$ cat config.mk
export PLATFORM = sky130hd
export DESIGN_NAME = asc_core
export DESIGN_NICKNAME = d
export VERILOG_FILES = /design/src/core/asc_pkg.sv /design/src/core/asc_core.sv
export VERILOG_INCLUDE_DIRS = /design/src /design/src/core
export SDC_FILE = /design/constraint.sdc
export NUM_CORES = 1
export LEC_CHECK = 0
export ABC_AREA = 1
export BUFFER_PORTS_ARGS = -buffer_cell sky130_fd_sc_hd__buf_2
export CELL_PAD_IN_SITES_DETAIL_PLACEMENT = 0
export CELL_PAD_IN_SITES_GLOBAL_PLACEMENT = 2
export CORE_MARGIN = 10
export CORE_UTILIZATION = 36
export CTS_BUF_LIST = sky130_fd_sc_hd__clkbuf_4 sky130_fd_sc_hd__clkbuf_8
export CTS_CLUSTER_SIZE = 16
export DETAILED_ROUTE_END_ITERATION = 8
export PLACE_DENSITY_LB_ADDON = 0.1
export SYNTH_ARGS = -nofsm -noshare
export SYNTH_HDL_FRONTEND = slang
export SYNTH_SLANG_ARGS = --single-unit
$ cat constraint.sdc
create_clock -name core_clk_i -period 4.9 [get_ports core_clk_i]
set_input_delay 0.49 -clock core_clk_i [delete_from_list [all_inputs] [get_ports core_clk_i]]
set_output_delay 0.49 -clock core_clk_i [all_outputs]
set_load 0.005 [all_outputs]
$ cat src/core/asc_regs.svh
// Register offsets, field positions and reset values of the serial control block.
// Assumes byte addressing on a 32-bit AHB-Lite bus, one register per aligned word.
`ifndef ASC_REGS_SVH
`define ASC_REGS_SVH

`define ASC_OFS_FORMAT   8'h00
`define ASC_OFS_ENABLE   8'h04
`define ASC_OFS_FLAGS    8'h08
`define ASC_OFS_DATA     8'h0c

// Format control fields
`define ASC_FMT_LOOPBACK 7
`define ASC_FMT_MODULE   6
`define ASC_FMT_TX_INVERT    5
`define ASC_FMT_CHAR9    4
`define ASC_FMT_WAKEADR  3
`define ASC_FMT_IDLEORG  2
`define ASC_FMT_PARON    1
`define ASC_FMT_PARODD   0

// Enable and interrupt control fields
`define ASC_EN_TXEIE     7
`define ASC_EN_TXDIE     6
`define ASC_EN_RXFIE     5
`define ASC_EN_QUIETIE   4
`define ASC_EN_TXON      3
`define ASC_EN_RXON      2
`define ASC_EN_STANDBY   1
`define ASC_EN_BREAK     0

// Flag register fields
`define ASC_FL_TXEMPTY   7
`define ASC_FL_TXDONE    6
`define ASC_FL_RXFULL    5
`define ASC_FL_IDLE      4
`define ASC_FL_OVERRUN   3
`define ASC_FL_FRAME     1
`define ASC_FL_PARITY    0

`define ASC_FORMAT_RESET 8'h00
`define ASC_ENABLE_RESET 8'h00
`define ASC_FRAME_SHORT  4'ha
`define ASC_FRAME_LONG   4'hb

`endif

$ cat src/core/asc_pkg.sv
// Types shared by the serial control block.
// Assumes nothing of its surroundings.
package asc_pkg;

   typedef struct packed {
      logic        hsel;
      logic [1:0]  htrans;
      logic [31:0] haddr;
      logic        hwrite;
      logic [2:0]  hsize;
      logic [31:0] hwdata;
      logic        hready;
   } asc_ahb_req_type;

   typedef enum logic [1:0] {
      ASC_TX_IDLE  = 2'b01,
      ASC_TX_SHIFT = 2'b10
   } asc_tx_state_type;

   typedef enum logic [2:0] {
      ASC_RX_IDLE  = 3'b001,
      ASC_RX_START = 3'b010,
      ASC_RX_BITS  = 3'b100
   } asc_rx_state_type;

endpackage : asc_pkg

$ cat src/core/asc_core.sv
// Asynchronous serial transceiver with format and enable control registers.
// Assumes one AHB-Lite master, single word transfers, and an rx pin from outside.
`timescale 1ns/10ps
`include "asc_regs.svh"

// How it works
// [RQ1] Module on forces the shared receive pin to be an input.
// [RQ2] Loopback feeds transmit line to receiver, only when both directions enabled.
// [RQ3] Module on runs baud; clearing forces empty and done flags, masks tx interrupt.
// [RQ4] Transmit inversion flips every level on the transmit line.
// [RQ5] Character length: 10-bit frames when clear, 11-bit when set.
// [RQ6] Parity sits in the top data position, leaving 7 or 8 data bits.
// [RQ7] Parity odd select: 1 odd, 0 even, for both transmit and receive.
// [RQ8] Software leaves parity type alone during a character.
// [RQ9] Wake select: 1 address mark wakes, 0 idle line wakes.
// [RQ10] Idle origin: 1 count ones after stop bit, 0 after start bit.
// [RQ11] Transmit empty interrupt enable gates empty flag onto tx request.
// [RQ12] Transmit done interrupt enable gates done flag onto tx request.
// [RQ13] Receive full interrupt enable gates full flag onto rx request.
// [RQ14] Line quiet interrupt enable gates idle flag onto rx request.
// [RQ15] Setting tx on sends a preamble of 10 or 11 ones.
// [RQ16] Clearing tx on finishes the current character, then line idles high.
// [RQ17] Clear then set tx on mid-character queues an idle character after it.
// [RQ18] Software writes tx on and rx on only while module is on.
// [RQ19] Clearing rx on stops the receiver, receive flags unchanged.
// [RQ20] Standby masks rx interrupts until wake condition, then self-clears.
// [RQ21] Break bit pulse sends one break then a 1; held sends back-to-back breaks.
// [RQ22] Software avoids toggling break right after the empty flag sets.
// [RQ23] Address mark wake clears standby and sets receive full.
// [RQ24] Idle wake character sets neither idle flag nor receive full.
// [RQ25] Reset clears every control bit of both control registers.
// [RQ26] Writes to tx on and rx on are ignored while module is off.
module asc_core #(
   parameter int BIT_DIV = 16
) (
   input  wire logic                     core_clk_i,
   input  wire logic                     rst_n_i,
   input  wire asc_pkg::asc_ahb_req_type ahb_req_i,
   output logic                          hreadyout_o,
   output logic                          hresp_o,
   output logic [31:0]                   hrdata_o,
   input  wire logic                     rx_pin_i,
   output logic                          txd_o,
   output logic                          rx_pin_input_o,
   output logic                          tx_irq_o,
   output logic                          rx_irq_o
);
   import asc_pkg::*;

   logic [7:0]       format_ctl;
   logic [7:0]       enable_ctl;
   logic             tx_empty_flag;
   logic             tx_done_flag;
   logic             rx_full_flag;
   logic             idle_flag;
   logic             overrun_flag;
   logic             frame_flag;
   logic             parity_flag;
   logic [8:0]       tx_data;
   logic [8:0]       rx_data;
   logic [4:0]       flag_snap;
   logic             wr_pend;
   logic [7:0]       wr_addr;
   logic             rd_flags;
   logic             rd_data;
   logic             wr_data;
   logic [15:0]      baud_cnt;
   logic             baud_tick;
   asc_tx_state_type tx_state;
   logic [10:0]      tx_shift;
   logic [3:0]       tx_left;
   logic             tx_line;
   logic             tx_on_q;
   logic             preamble_pend;
   logic             break_tail;
   logic             tx_load_data;
   asc_rx_state_type rx_state;
   logic             rx_meta;
   logic             rx_sync;
   logic             rx_in;
   logic [15:0]      rx_cnt;
   logic [3:0]       rx_bit;
   logic [10:0]      rx_shift;
   logic [3:0]       ones_cnt;
   logic             idle_armed;
   logic             idle_hit;
   logic             rx_done;
   logic [8:0]       next_rx_char;
   logic             rx_msb;
   logic             rx_par_bad;

   wire module_on  = format_ctl[`ASC_FMT_MODULE];
   wire char9      = format_ctl[`ASC_FMT_CHAR9];
   wire parity_on  = format_ctl[`ASC_FMT_PARON];
   wire parity_odd = format_ctl[`ASC_FMT_PARODD];
   wire tx_on      = enable_ctl[`ASC_EN_TXON];
   wire rx_on      = enable_ctl[`ASC_EN_RXON];
   wire rx_standby = enable_ctl[`ASC_EN_STANDBY];
   wire break_send = enable_ctl[`ASC_EN_BREAK];
   wire [3:0] frame_len = char9 ? `ASC_FRAME_LONG : `ASC_FRAME_SHORT; // RQ5
   wire [15:0] bit_div  = 16'(BIT_DIV);

   // Bus slave: reads answer with zero wait, writes take one wait state
   wire addr_ok = ahb_req_i.hsel && ahb_req_i.htrans[1] && ahb_req_i.hready;
   assign rd_flags = addr_ok && !ahb_req_i.hwrite && ahb_req_i.haddr[7:0] == `ASC_OFS_FLAGS;
   assign rd_data  = addr_ok && !ahb_req_i.hwrite && ahb_req_i.haddr[7:0] == `ASC_OFS_DATA;
   assign wr_data  = wr_pend && wr_addr == `ASC_OFS_DATA;

   always_ff @(posedge core_clk_i) begin
      if (!rst_n_i) begin
         wr_pend     <= 1'b0;
         wr_addr     <= 8'h00;
         hreadyout_o <= 1'b1;
         hresp_o     <= 1'b0;
         hrdata_o    <= 32'h0000_0000;
      end else begin
         hresp_o <= 1'b0;
         wr_pend <= addr_ok && ahb_req_i.hwrite;
         if (addr_ok && ahb_req_i.hwrite) begin
            wr_addr     <= ahb_req_i.haddr[7:0];
            hreadyout_o <= 1'b0;
         end else begin
            hreadyout_o <= 1'b1;
         end
         if (addr_ok && !ahb_req_i.hwrite) begin
            case (ahb_req_i.haddr[7:0])
               `ASC_OFS_FORMAT: hrdata_o <= {24'h00_0000, format_ctl};
               `ASC_OFS_ENABLE: hrdata_o <= {24'h00_0000, enable_ctl};
               `ASC_OFS_FLAGS:  hrdata_o <= {24'h00_0000, tx_empty_flag, tx_done_flag,
                                             rx_full_flag, idle_flag, overrun_flag, 1'b0,
                                             frame_flag, parity_flag};
               `ASC_OFS_DATA:   hrdata_o <= {23'h00_0000, rx_data};
               default:         hrdata_o <= 32'h0000_0000;
            endcase
         end
      end
   end

   // Control registers
   always_ff @(posedge core_clk_i) begin
      if (!rst_n_i) begin
         format_ctl <= `ASC_FORMAT_RESET; // RQ25
         enable_ctl <= `ASC_ENABLE_RESET; // RQ25
      end else begin
         if (wr_pend && wr_addr == `ASC_OFS_FORMAT) begin
            format_ctl <= ahb_req_i.hwdata[7:0];
         end
         if (wr_pend && wr_addr == `ASC_OFS_ENABLE) begin
            enable_ctl <= ahb_req_i.hwdata[7:0];
            if (!module_on) begin
               enable_ctl[`ASC_EN_TXON] <= tx_on; // RQ26
               enable_ctl[`ASC_EN_RXON] <= rx_on; // RQ26
            end
         end
         if (rx_standby && idle_hit && !format_ctl[`ASC_FMT_WAKEADR]) begin
            enable_ctl[`ASC_EN_STANDBY] <= 1'b0; // RQ20 RQ9
         end
         if (rx_standby && rx_done && format_ctl[`ASC_FMT_WAKEADR] && rx_msb) begin
            enable_ctl[`ASC_EN_STANDBY] <= 1'b0; // RQ23 RQ9
         end
      end
   end

   // Baud generator runs only while the module is on
   always_ff @(posedge core_clk_i) begin
      if (!rst_n_i || !module_on) begin // RQ3
         baud_cnt  <= 16'h0000;
         baud_tick <= 1'b0;
      end else begin
         baud_tick <= baud_cnt == bit_div - 16'h0001;
         baud_cnt  <= (baud_cnt == bit_div - 16'h0001) ? 16'h0000 : baud_cnt + 16'h0001;
      end
   end

   // Transmitter
   assign tx_load_data = tx_on && !tx_empty_flag && !preamble_pend && !break_send;

   always_ff @(posedge core_clk_i) begin
      if (!rst_n_i) begin
         tx_state      <= ASC_TX_IDLE;
         tx_shift      <= 11'h7ff;
         tx_left       <= 4'h0;
         tx_line       <= 1'b1;
         tx_on_q       <= 1'b0;
         preamble_pend <= 1'b0;
         break_tail    <= 1'b0;
      end else if (!module_on) begin
         tx_state      <= ASC_TX_IDLE;
         tx_line       <= 1'b1;
         tx_on_q       <= tx_on;
         preamble_pend <= 1'b0;
         break_tail    <= 1'b0;
      end else begin
         tx_on_q <= tx_on;
         if (tx_on && !tx_on_q) begin
            preamble_pend <= 1'b1; // RQ15 RQ17
         end
         case (tx_state)
            ASC_TX_IDLE: begin
               if (baud_tick) begin
                  tx_line <= 1'b1; // RQ16
                  if (tx_on && break_send) begin
                     tx_shift      <= 11'h000; // RQ21 RQ22
                     tx_left       <= frame_len;
                     tx_state      <= ASC_TX_SHIFT;
                     break_tail    <= 1'b1;
                     preamble_pend <= 1'b0;
                  end else if (break_tail) begin
                     tx_shift   <= 11'h7ff; // RQ21
                     tx_left    <= 4'h1;
                     tx_state   <= ASC_TX_SHIFT;
                     break_tail <= 1'b0;
                  end else if (tx_on && preamble_pend) begin
                     tx_shift      <= 11'h7ff; // RQ15
                     tx_left       <= frame_len;
                     tx_state      <= ASC_TX_SHIFT;
                     preamble_pend <= 1'b0;
                  end else if (tx_load_data) begin
                     tx_shift <= char9 ?
                        {1'b1, parity_on ? (^tx_data[7:0]) ^ parity_odd : tx_data[8],
                         tx_data[7:0], 1'b0} : // RQ6 RQ7
                        {2'b11, parity_on ? (^tx_data[6:0]) ^ parity_odd : tx_data[7],
                         tx_data[6:0], 1'b0}; // RQ6 RQ7
                     tx_left  <= frame_len;
                     tx_state <= ASC_TX_SHIFT;
                  end
               end
            end
            ASC_TX_SHIFT: begin
               if (baud_tick) begin
                  tx_line  <= tx_shift[0];
                  tx_shift <= {1'b1, tx_shift[10:1]};
                  tx_left  <= tx_left - 4'h1;
                  if (tx_left == 4'h1) begin
                     tx_state <= ASC_TX_IDLE;
                     if (break_tail && break_send && tx_on) begin
                        tx_shift   <= 11'h000; // RQ21
                        tx_left    <= frame_len;
                        tx_state   <= ASC_TX_SHIFT;
                     end
                  end
               end
            end
            default: tx_state <= ASC_TX_IDLE;
         endcase
      end
   end

   // Transmit flags and holding register
   always_ff @(posedge core_clk_i) begin
      if (!rst_n_i) begin
         tx_empty_flag <= 1'b1;
         tx_done_flag  <= 1'b1;
         tx_data       <= 9'h000;
      end else if (!module_on) begin
         tx_empty_flag <= 1'b1; // RQ3
         tx_done_flag  <= 1'b1; // RQ3
      end else begin
         if (wr_data) begin
            tx_data       <= ahb_req_i.hwdata[8:0];
            tx_empty_flag <= 1'b0;
         end
         if (tx_state == ASC_TX_IDLE && baud_tick && tx_load_data) begin
            tx_empty_flag <= 1'b1;
         end
         tx_done_flag <= tx_empty_flag && !wr_data && tx_state == ASC_TX_IDLE &&
                         !preamble_pend && !break_tail && !(tx_on && break_send);
      end
   end

   // Receiver input: two-flop synchroniser, then loopback select
   always_ff @(posedge core_clk_i) begin
      if (!rst_n_i) begin
         rx_meta <= 1'b1;
         rx_sync <= 1'b1;
      end else begin
         rx_meta <= rx_pin_i;
         rx_sync <= rx_meta;
      end
   end

   assign rx_in = (format_ctl[`ASC_FMT_LOOPBACK] && tx_on && rx_on) ?
                  tx_line : rx_sync; // RQ2

   assign next_rx_char = char9 ? rx_shift[9:1] : {1'b0, rx_shift[9:2]};
   assign rx_msb       = rx_shift[9];
   assign rx_par_bad   = parity_on &&
                         ((char9 ? ^rx_shift[9:1] : ^rx_shift[9:2]) != parity_odd); // RQ7

   // Receiver sequencer
   always_ff @(posedge core_clk_i) begin
      if (!rst_n_i || !module_on || !rx_on) begin // RQ19
         rx_state <= ASC_RX_IDLE;
         rx_cnt   <= 16'h0000;
         rx_bit   <= 4'h0;
         rx_shift <= 11'h7ff;
         rx_done  <= 1'b0;
      end else begin
         rx_done <= 1'b0;
         case (rx_state)
            ASC_RX_IDLE: begin
               if (!rx_in) begin
                  rx_cnt   <= 16'h0000;
                  rx_state <= ASC_RX_START;
               end
            end
            ASC_RX_START: begin
               rx_cnt <= rx_cnt + 16'h0001;
               if (rx_cnt == (bit_div >> 1)) begin
                  rx_cnt   <= 16'h0000;
                  rx_bit   <= 4'h1;
                  rx_state <= rx_in ? ASC_RX_IDLE : ASC_RX_BITS;
               end
            end
            ASC_RX_BITS: begin
               rx_cnt <= rx_cnt + 16'h0001;
               if (rx_cnt == bit_div - 16'h0001) begin
                  rx_cnt   <= 16'h0000;
                  rx_shift <= {rx_in, rx_shift[10:1]};
                  rx_bit   <= rx_bit + 4'h1;
                  if (rx_bit == frame_len - 4'h1) begin
                     rx_done  <= 1'b1;
                     rx_state <= ASC_RX_IDLE;
                  end
               end
            end
            default: rx_state <= ASC_RX_IDLE;
         endcase
      end
   end

   // Idle counter: ones at bit rate, origin after start or after stop
   always_ff @(posedge core_clk_i) begin
      if (!rst_n_i || !module_on || !rx_on) begin
         ones_cnt <= 4'h0;
         idle_hit <= 1'b0;
      end else begin
         idle_hit <= 1'b0;
         if (rx_state == ASC_RX_START) begin
            ones_cnt <= 4'h0;
         end else if (rx_state == ASC_RX_BITS) begin
            if (rx_cnt == bit_div - 16'h0001) begin
               if (format_ctl[`ASC_FMT_IDLEORG] || !rx_in) begin
                  ones_cnt <= 4'h0; // RQ10
               end else begin
                  ones_cnt <= ones_cnt + 4'h1; // RQ10
               end
            end
         end else if (baud_tick && ones_cnt != frame_len) begin
            ones_cnt <= rx_in ? ones_cnt + 4'h1 : 4'h0;
            idle_hit <= rx_in && ones_cnt == frame_len - 4'h1;
         end
      end
   end

   // Receive flags; a set in the same cycle as a clear wins
   always_ff @(posedge core_clk_i) begin
      if (!rst_n_i) begin
         rx_full_flag <= 1'b0;
         idle_flag    <= 1'b0;
         overrun_flag <= 1'b0;
         frame_flag   <= 1'b0;
         parity_flag  <= 1'b0;
         rx_data      <= 9'h000;
         flag_snap    <= 5'h00;
         idle_armed   <= 1'b0;
      end else begin
         if (rd_flags) begin
            flag_snap <= {rx_full_flag, idle_flag, overrun_flag, frame_flag, parity_flag};
         end
         if (rd_data) begin
            rx_full_flag <= rx_full_flag & ~flag_snap[4];
            idle_flag    <= idle_flag & ~flag_snap[3];
            overrun_flag <= overrun_flag & ~flag_snap[2];
            frame_flag   <= frame_flag & ~flag_snap[1];
            parity_flag  <= parity_flag & ~flag_snap[0];
            flag_snap    <= 5'h00;
            if (flag_snap[3]) begin
               idle_armed <= 1'b0;
            end
         end
         if (rx_done && (!rx_standby || (format_ctl[`ASC_FMT_WAKEADR] && rx_msb))) begin
            if (rx_full_flag && !(rd_data && flag_snap[4])) begin
               overrun_flag <= 1'b1;
            end else begin
               rx_data      <= next_rx_char;
               rx_full_flag <= 1'b1; // RQ23
               frame_flag   <= !rx_shift[10];
               parity_flag  <= rx_par_bad; // RQ6
               idle_armed   <= 1'b1;
            end
         end
         if (idle_hit && !rx_standby && idle_armed) begin
            idle_flag  <= 1'b1; // RQ24
            idle_armed <= 1'b0;
         end
      end
   end

   // Pin direction and interrupt requests
   always_ff @(posedge core_clk_i) begin
      if (!rst_n_i) begin
         txd_o          <= 1'b1;
         rx_pin_input_o <= 1'b0;
         tx_irq_o       <= 1'b0;
         rx_irq_o       <= 1'b0;
      end else begin
         txd_o          <= (module_on ? tx_line : 1'b1) ^ format_ctl[`ASC_FMT_TX_INVERT]; // RQ4
         rx_pin_input_o <= module_on; // RQ1
         tx_irq_o       <= module_on && // RQ3
                           ((enable_ctl[`ASC_EN_TXEIE] && tx_empty_flag) || // RQ11
                            (enable_ctl[`ASC_EN_TXDIE] && tx_done_flag)); // RQ12
         rx_irq_o       <= !rx_standby && // RQ20
                           ((enable_ctl[`ASC_EN_RXFIE] && rx_full_flag) || // RQ13
                            (enable_ctl[`ASC_EN_QUIETIE] && idle_flag)); // RQ14
      end
   end

endmodule : asc_core

==> results.json <==
{
  "netlist_instances": 1018,
  "drt_pre_antenna_iters": 4,
  "ys_seq_area_share_pct": 40.9,
  "htreeDepth": 4,
  "grt_pass1_vias": 6259,
  "clk_latency_ns": 0.46,
  "holdWs_ns": 0.218,
  "cts-resized-gates": 0,
  "vias_per_cell": 4.75,
  "dp_hpwl_mm": 13.7,
  "p_leak_nw": 3.31,
  "cts_root_buf": "clkbuf_8",
  "totalPowerFinal_mw": 2.48,
  "holdBufCountCts": 0,
  "place_inst": 1302,
  "maxCapViolCount": 0,
  "yosysTopAreaCellShare_pct": 40.9,
  "drc_errors": 0,
  "antenna_found_initial": 0,
  "synth_edf_count": 0,
  "switching_share_pct": 21.6,
  "path_clk_slew_ns": 0.09,
  "numCtsBuffers": 17,
  "ant_nets": 0,
  "rsz0062_at_grt": "no",
  "final_cells": 1333,
  "p_int_mw": 1.95,
  "cts.sinks": 149,
  "fin_util_pct": 40.4,
  "cp.required_ns": 5.23,
  "max_slew_margin_pct": 46.7,
  "grt_max_degree": 42,
  "setup_tns_ns": 0,
  "power_frac_clock_pct": 48.2,
  "die_y_um": 162,
  "pin_count": 113,
  "worstSetupPathType": "reg2reg",
  "setup_viol": 0,
  "tritoncts": "built",
  "ys_warn_count": 0,
  "peakVddDrop_v": 0.000155,
  "tightest_slew_ns": 0.794,
  "status": "completed",
  "vias": 6329,
  "cp_slowest_cell": "dfxtp_1",
  "synth_mux_area_share_pct": 0,
  "synthesis.area_mm2": 0.00730,
  "grt_usage_pct": 14.7,
  "antenna_cells": 0,
  "wl_per_cell_um": 14.0,
  "nets": 1135,
  "synth.area.top_cells": "dfxtp_1, nand2_1, inv_1, o21ai_0, a21oi_1",
  "syn_to_final_growth_pct": 11.2,
  "finalWorstSetupSlack_ns": 2.66,
  "start_util_pct": 36.3,
  "cp_slowest_stage_delay_ns": 0.36,
  "synth_compound_area_share_pct": 17.3,
  "drive_gt1_share_pct": 10.1,
  "synth-adder-area-share_pct": 1.54,
  "preCtsSetupSlack_ns": 2.24,
  "ys.flop_type": "dfxtp_1",
  "drt_iter0_drc": 278,
  "synth_xor_area_share_pct": 2.64,
  "synth_top_family_by_area": "simple AND/OR/NAND/NOR gates",
  "dieArea_mm2": 0.0264,
  "endpoint_kind": "flip-flop",
  "async_flop_share_pct": 0,
  "slew_viol_final": 0,
  "start_kind": "flip-flop",
  "min_path_type": "in2reg",
  "max_freq_mhz": 446,
  "synth_common_cells": "nand2_1, dfxtp_1, inv_1",
  "clock_path_buffers": 2,
  "core_mm2": 0.0201,
  "final_cell_area_mm2": 0.00812,
  "syn_area_per_cell_um2": 7.17,
  "post-synth-top-count-cell": "nand2_1",
  "fin_worst_skew_ns": 0.0161,
  "gp_congestion": 0.762,
  "post_cts_buffers": 0,
  "cp.arrival_ns": 2.57,
  "finalCritPeriodShare_pct": 45.7,
  "row_count": 52,
  "crit_chain": "inv_1 -> ha_1 -> nor2_1 -> inv_1 -> a21oi_1 -> nand2_1 -> inv_2 -> nand2_1 -> o21ai_0 -> a221oi_1",
  "grt_pass1_wl_mm": 31.7,
  "p_per_area_mw_per_mm2": 306,
  "combPwrFrac_pct": 2.8,
  "io_buffers": 37,
  "switching_power_mw": 0.535,
  "synth_area_leader_cell": "dfxtp_1",
  "die_w_um": 162,
  "post_dp_cell_area_mm2": 0.00763,
  "hold_viol_final": 0,
  "worstPathMaxFanout": 18,
  "sequentialPowerShare_pct": 49.0,
  "wl_mm": 18.7,
  "yosys_register_bits": 149,
  "yosys.area_share.simple_pct": 26.0,
  "synth_cell_types": 49,
  "final.min_clock_period_ns": 2.24,
  "grt_overflow": 0
}
[critical path: cells and delay by family (launching register included)]
kind	cells	cell delay, ns
DFF	1	0.36
and+or+nand+nor	3	0.59
AOI/OAI and AO/OA	3	0.43
adders and majority gates	1	0.25
buffers and inverters	3	0.48
[power by group through the flow]
stage / clock [mW] / combinational [mW] / sequential [mW]
after global placement: 0 / 0.0699 / 1.25
after CTS: 1.23 / 0.0699 / 1.22
after global routing: 1.27 / 0.0806 / 1.22
after detailed placement: 0 / 0.0694 / 1.25
after floorplan: 0 / 0.0555 / 1.24
final: 1.20 / 0.0700 / 1.22
[placed cells by master, fill, tap and decap left out, types with 2 or more instances in the layout]
cell	synthesis	layout
nand2_1	195	195
dfxtp_1	149	149
inv_1	138	138
o21ai_0	99	99
nor2_1	88	88
a21oi_1	81	81
nand3_1	59	59
buf_2	6	37
conb_1	1	24
a211oi_1	21	21
clkbuf_8	0	20
nor3_1	19	19
nand4_1	13	13
xor2_1	13	13
xnor2_1	9	9
ha_1	9	9
o22ai_1	7	7
o211ai_1	6	6
bufinv_16	0	6
or2_2	5	5
inv_2	5	5
nor2_2	4	4
nand2_4	4	4
nor4_1	4	4
nor3b_1	4	4
a221oi_1	3	3
nand3_2	3	3
o21ai_1	3	3
nor2_4	3	3
a21o_1	3	3
and3_1	3	3
clkbuf_4	0	3
buf_4	24	3
clkinv_2	1	2
nor4_4	2	2
nand2b_1	2	2
[area by class of cell]
class	count	area, um2
fillers	2181	12000
well taps	270	338
repair buffers	40	208
clock buffers	23	298
clock inverters	8	194
multi-input cells	698	3550
inverters	145	546
flip-flops and latches	149	2980
[final timing paths]
path / start / endpoint / slack [ns] / depth (start not counted)
worst min-delay path: rx_pin_i / rx_meta$_SDFF_PN1_ / 0.22 / 2
worst max register to register: tx_state[0]$_SDFFE_PN1P_ / tx_left[2]$_SDFFE_PN0P_ / 2.66 / 10
worst max-delay path: tx_state[0]$_SDFFE_PN1P_ / tx_left[2]$_SDFFE_PN0P_ / 2.66 / 10
worst min register to register: rx_meta$_SDFF_PN1_ / rx_sync$_SDFF_PN1_ / 0.42 / 1
[cells by family after synthesis]
kind of cell	after synthesis
AO/OA/AOI/OAI	229
XOR/XNOR	22
adder cells (fa/ha/maj)	9
buffers and inverters	194
flip-flops	149
other	1
AND/OR/NAND/NOR	414
[metal layers]
metal | track usage (%) | up-vias | wire length (um)
met4 | 3.89 | 0 | 188
met3 | 3.59 | 15 | 602
met2 | 24.2 | 75 | 8730
li1 | - | 3355 | -
met1 | 18.8 | 2884 | 9160
met5 | 0 | - | 0
[state kept, by name (all words and copies together), names as in the netlist, 8 cells and up]
name        cells
baud_cnt       16
tx_shift       11
format_ctl      8
tx_data         9
rx_data         9
wr_addr         8
enable_ctl      8
rx_shift       10
hrdata_o        9
rx_cnt         16
(Power assumes the default switching activity.)
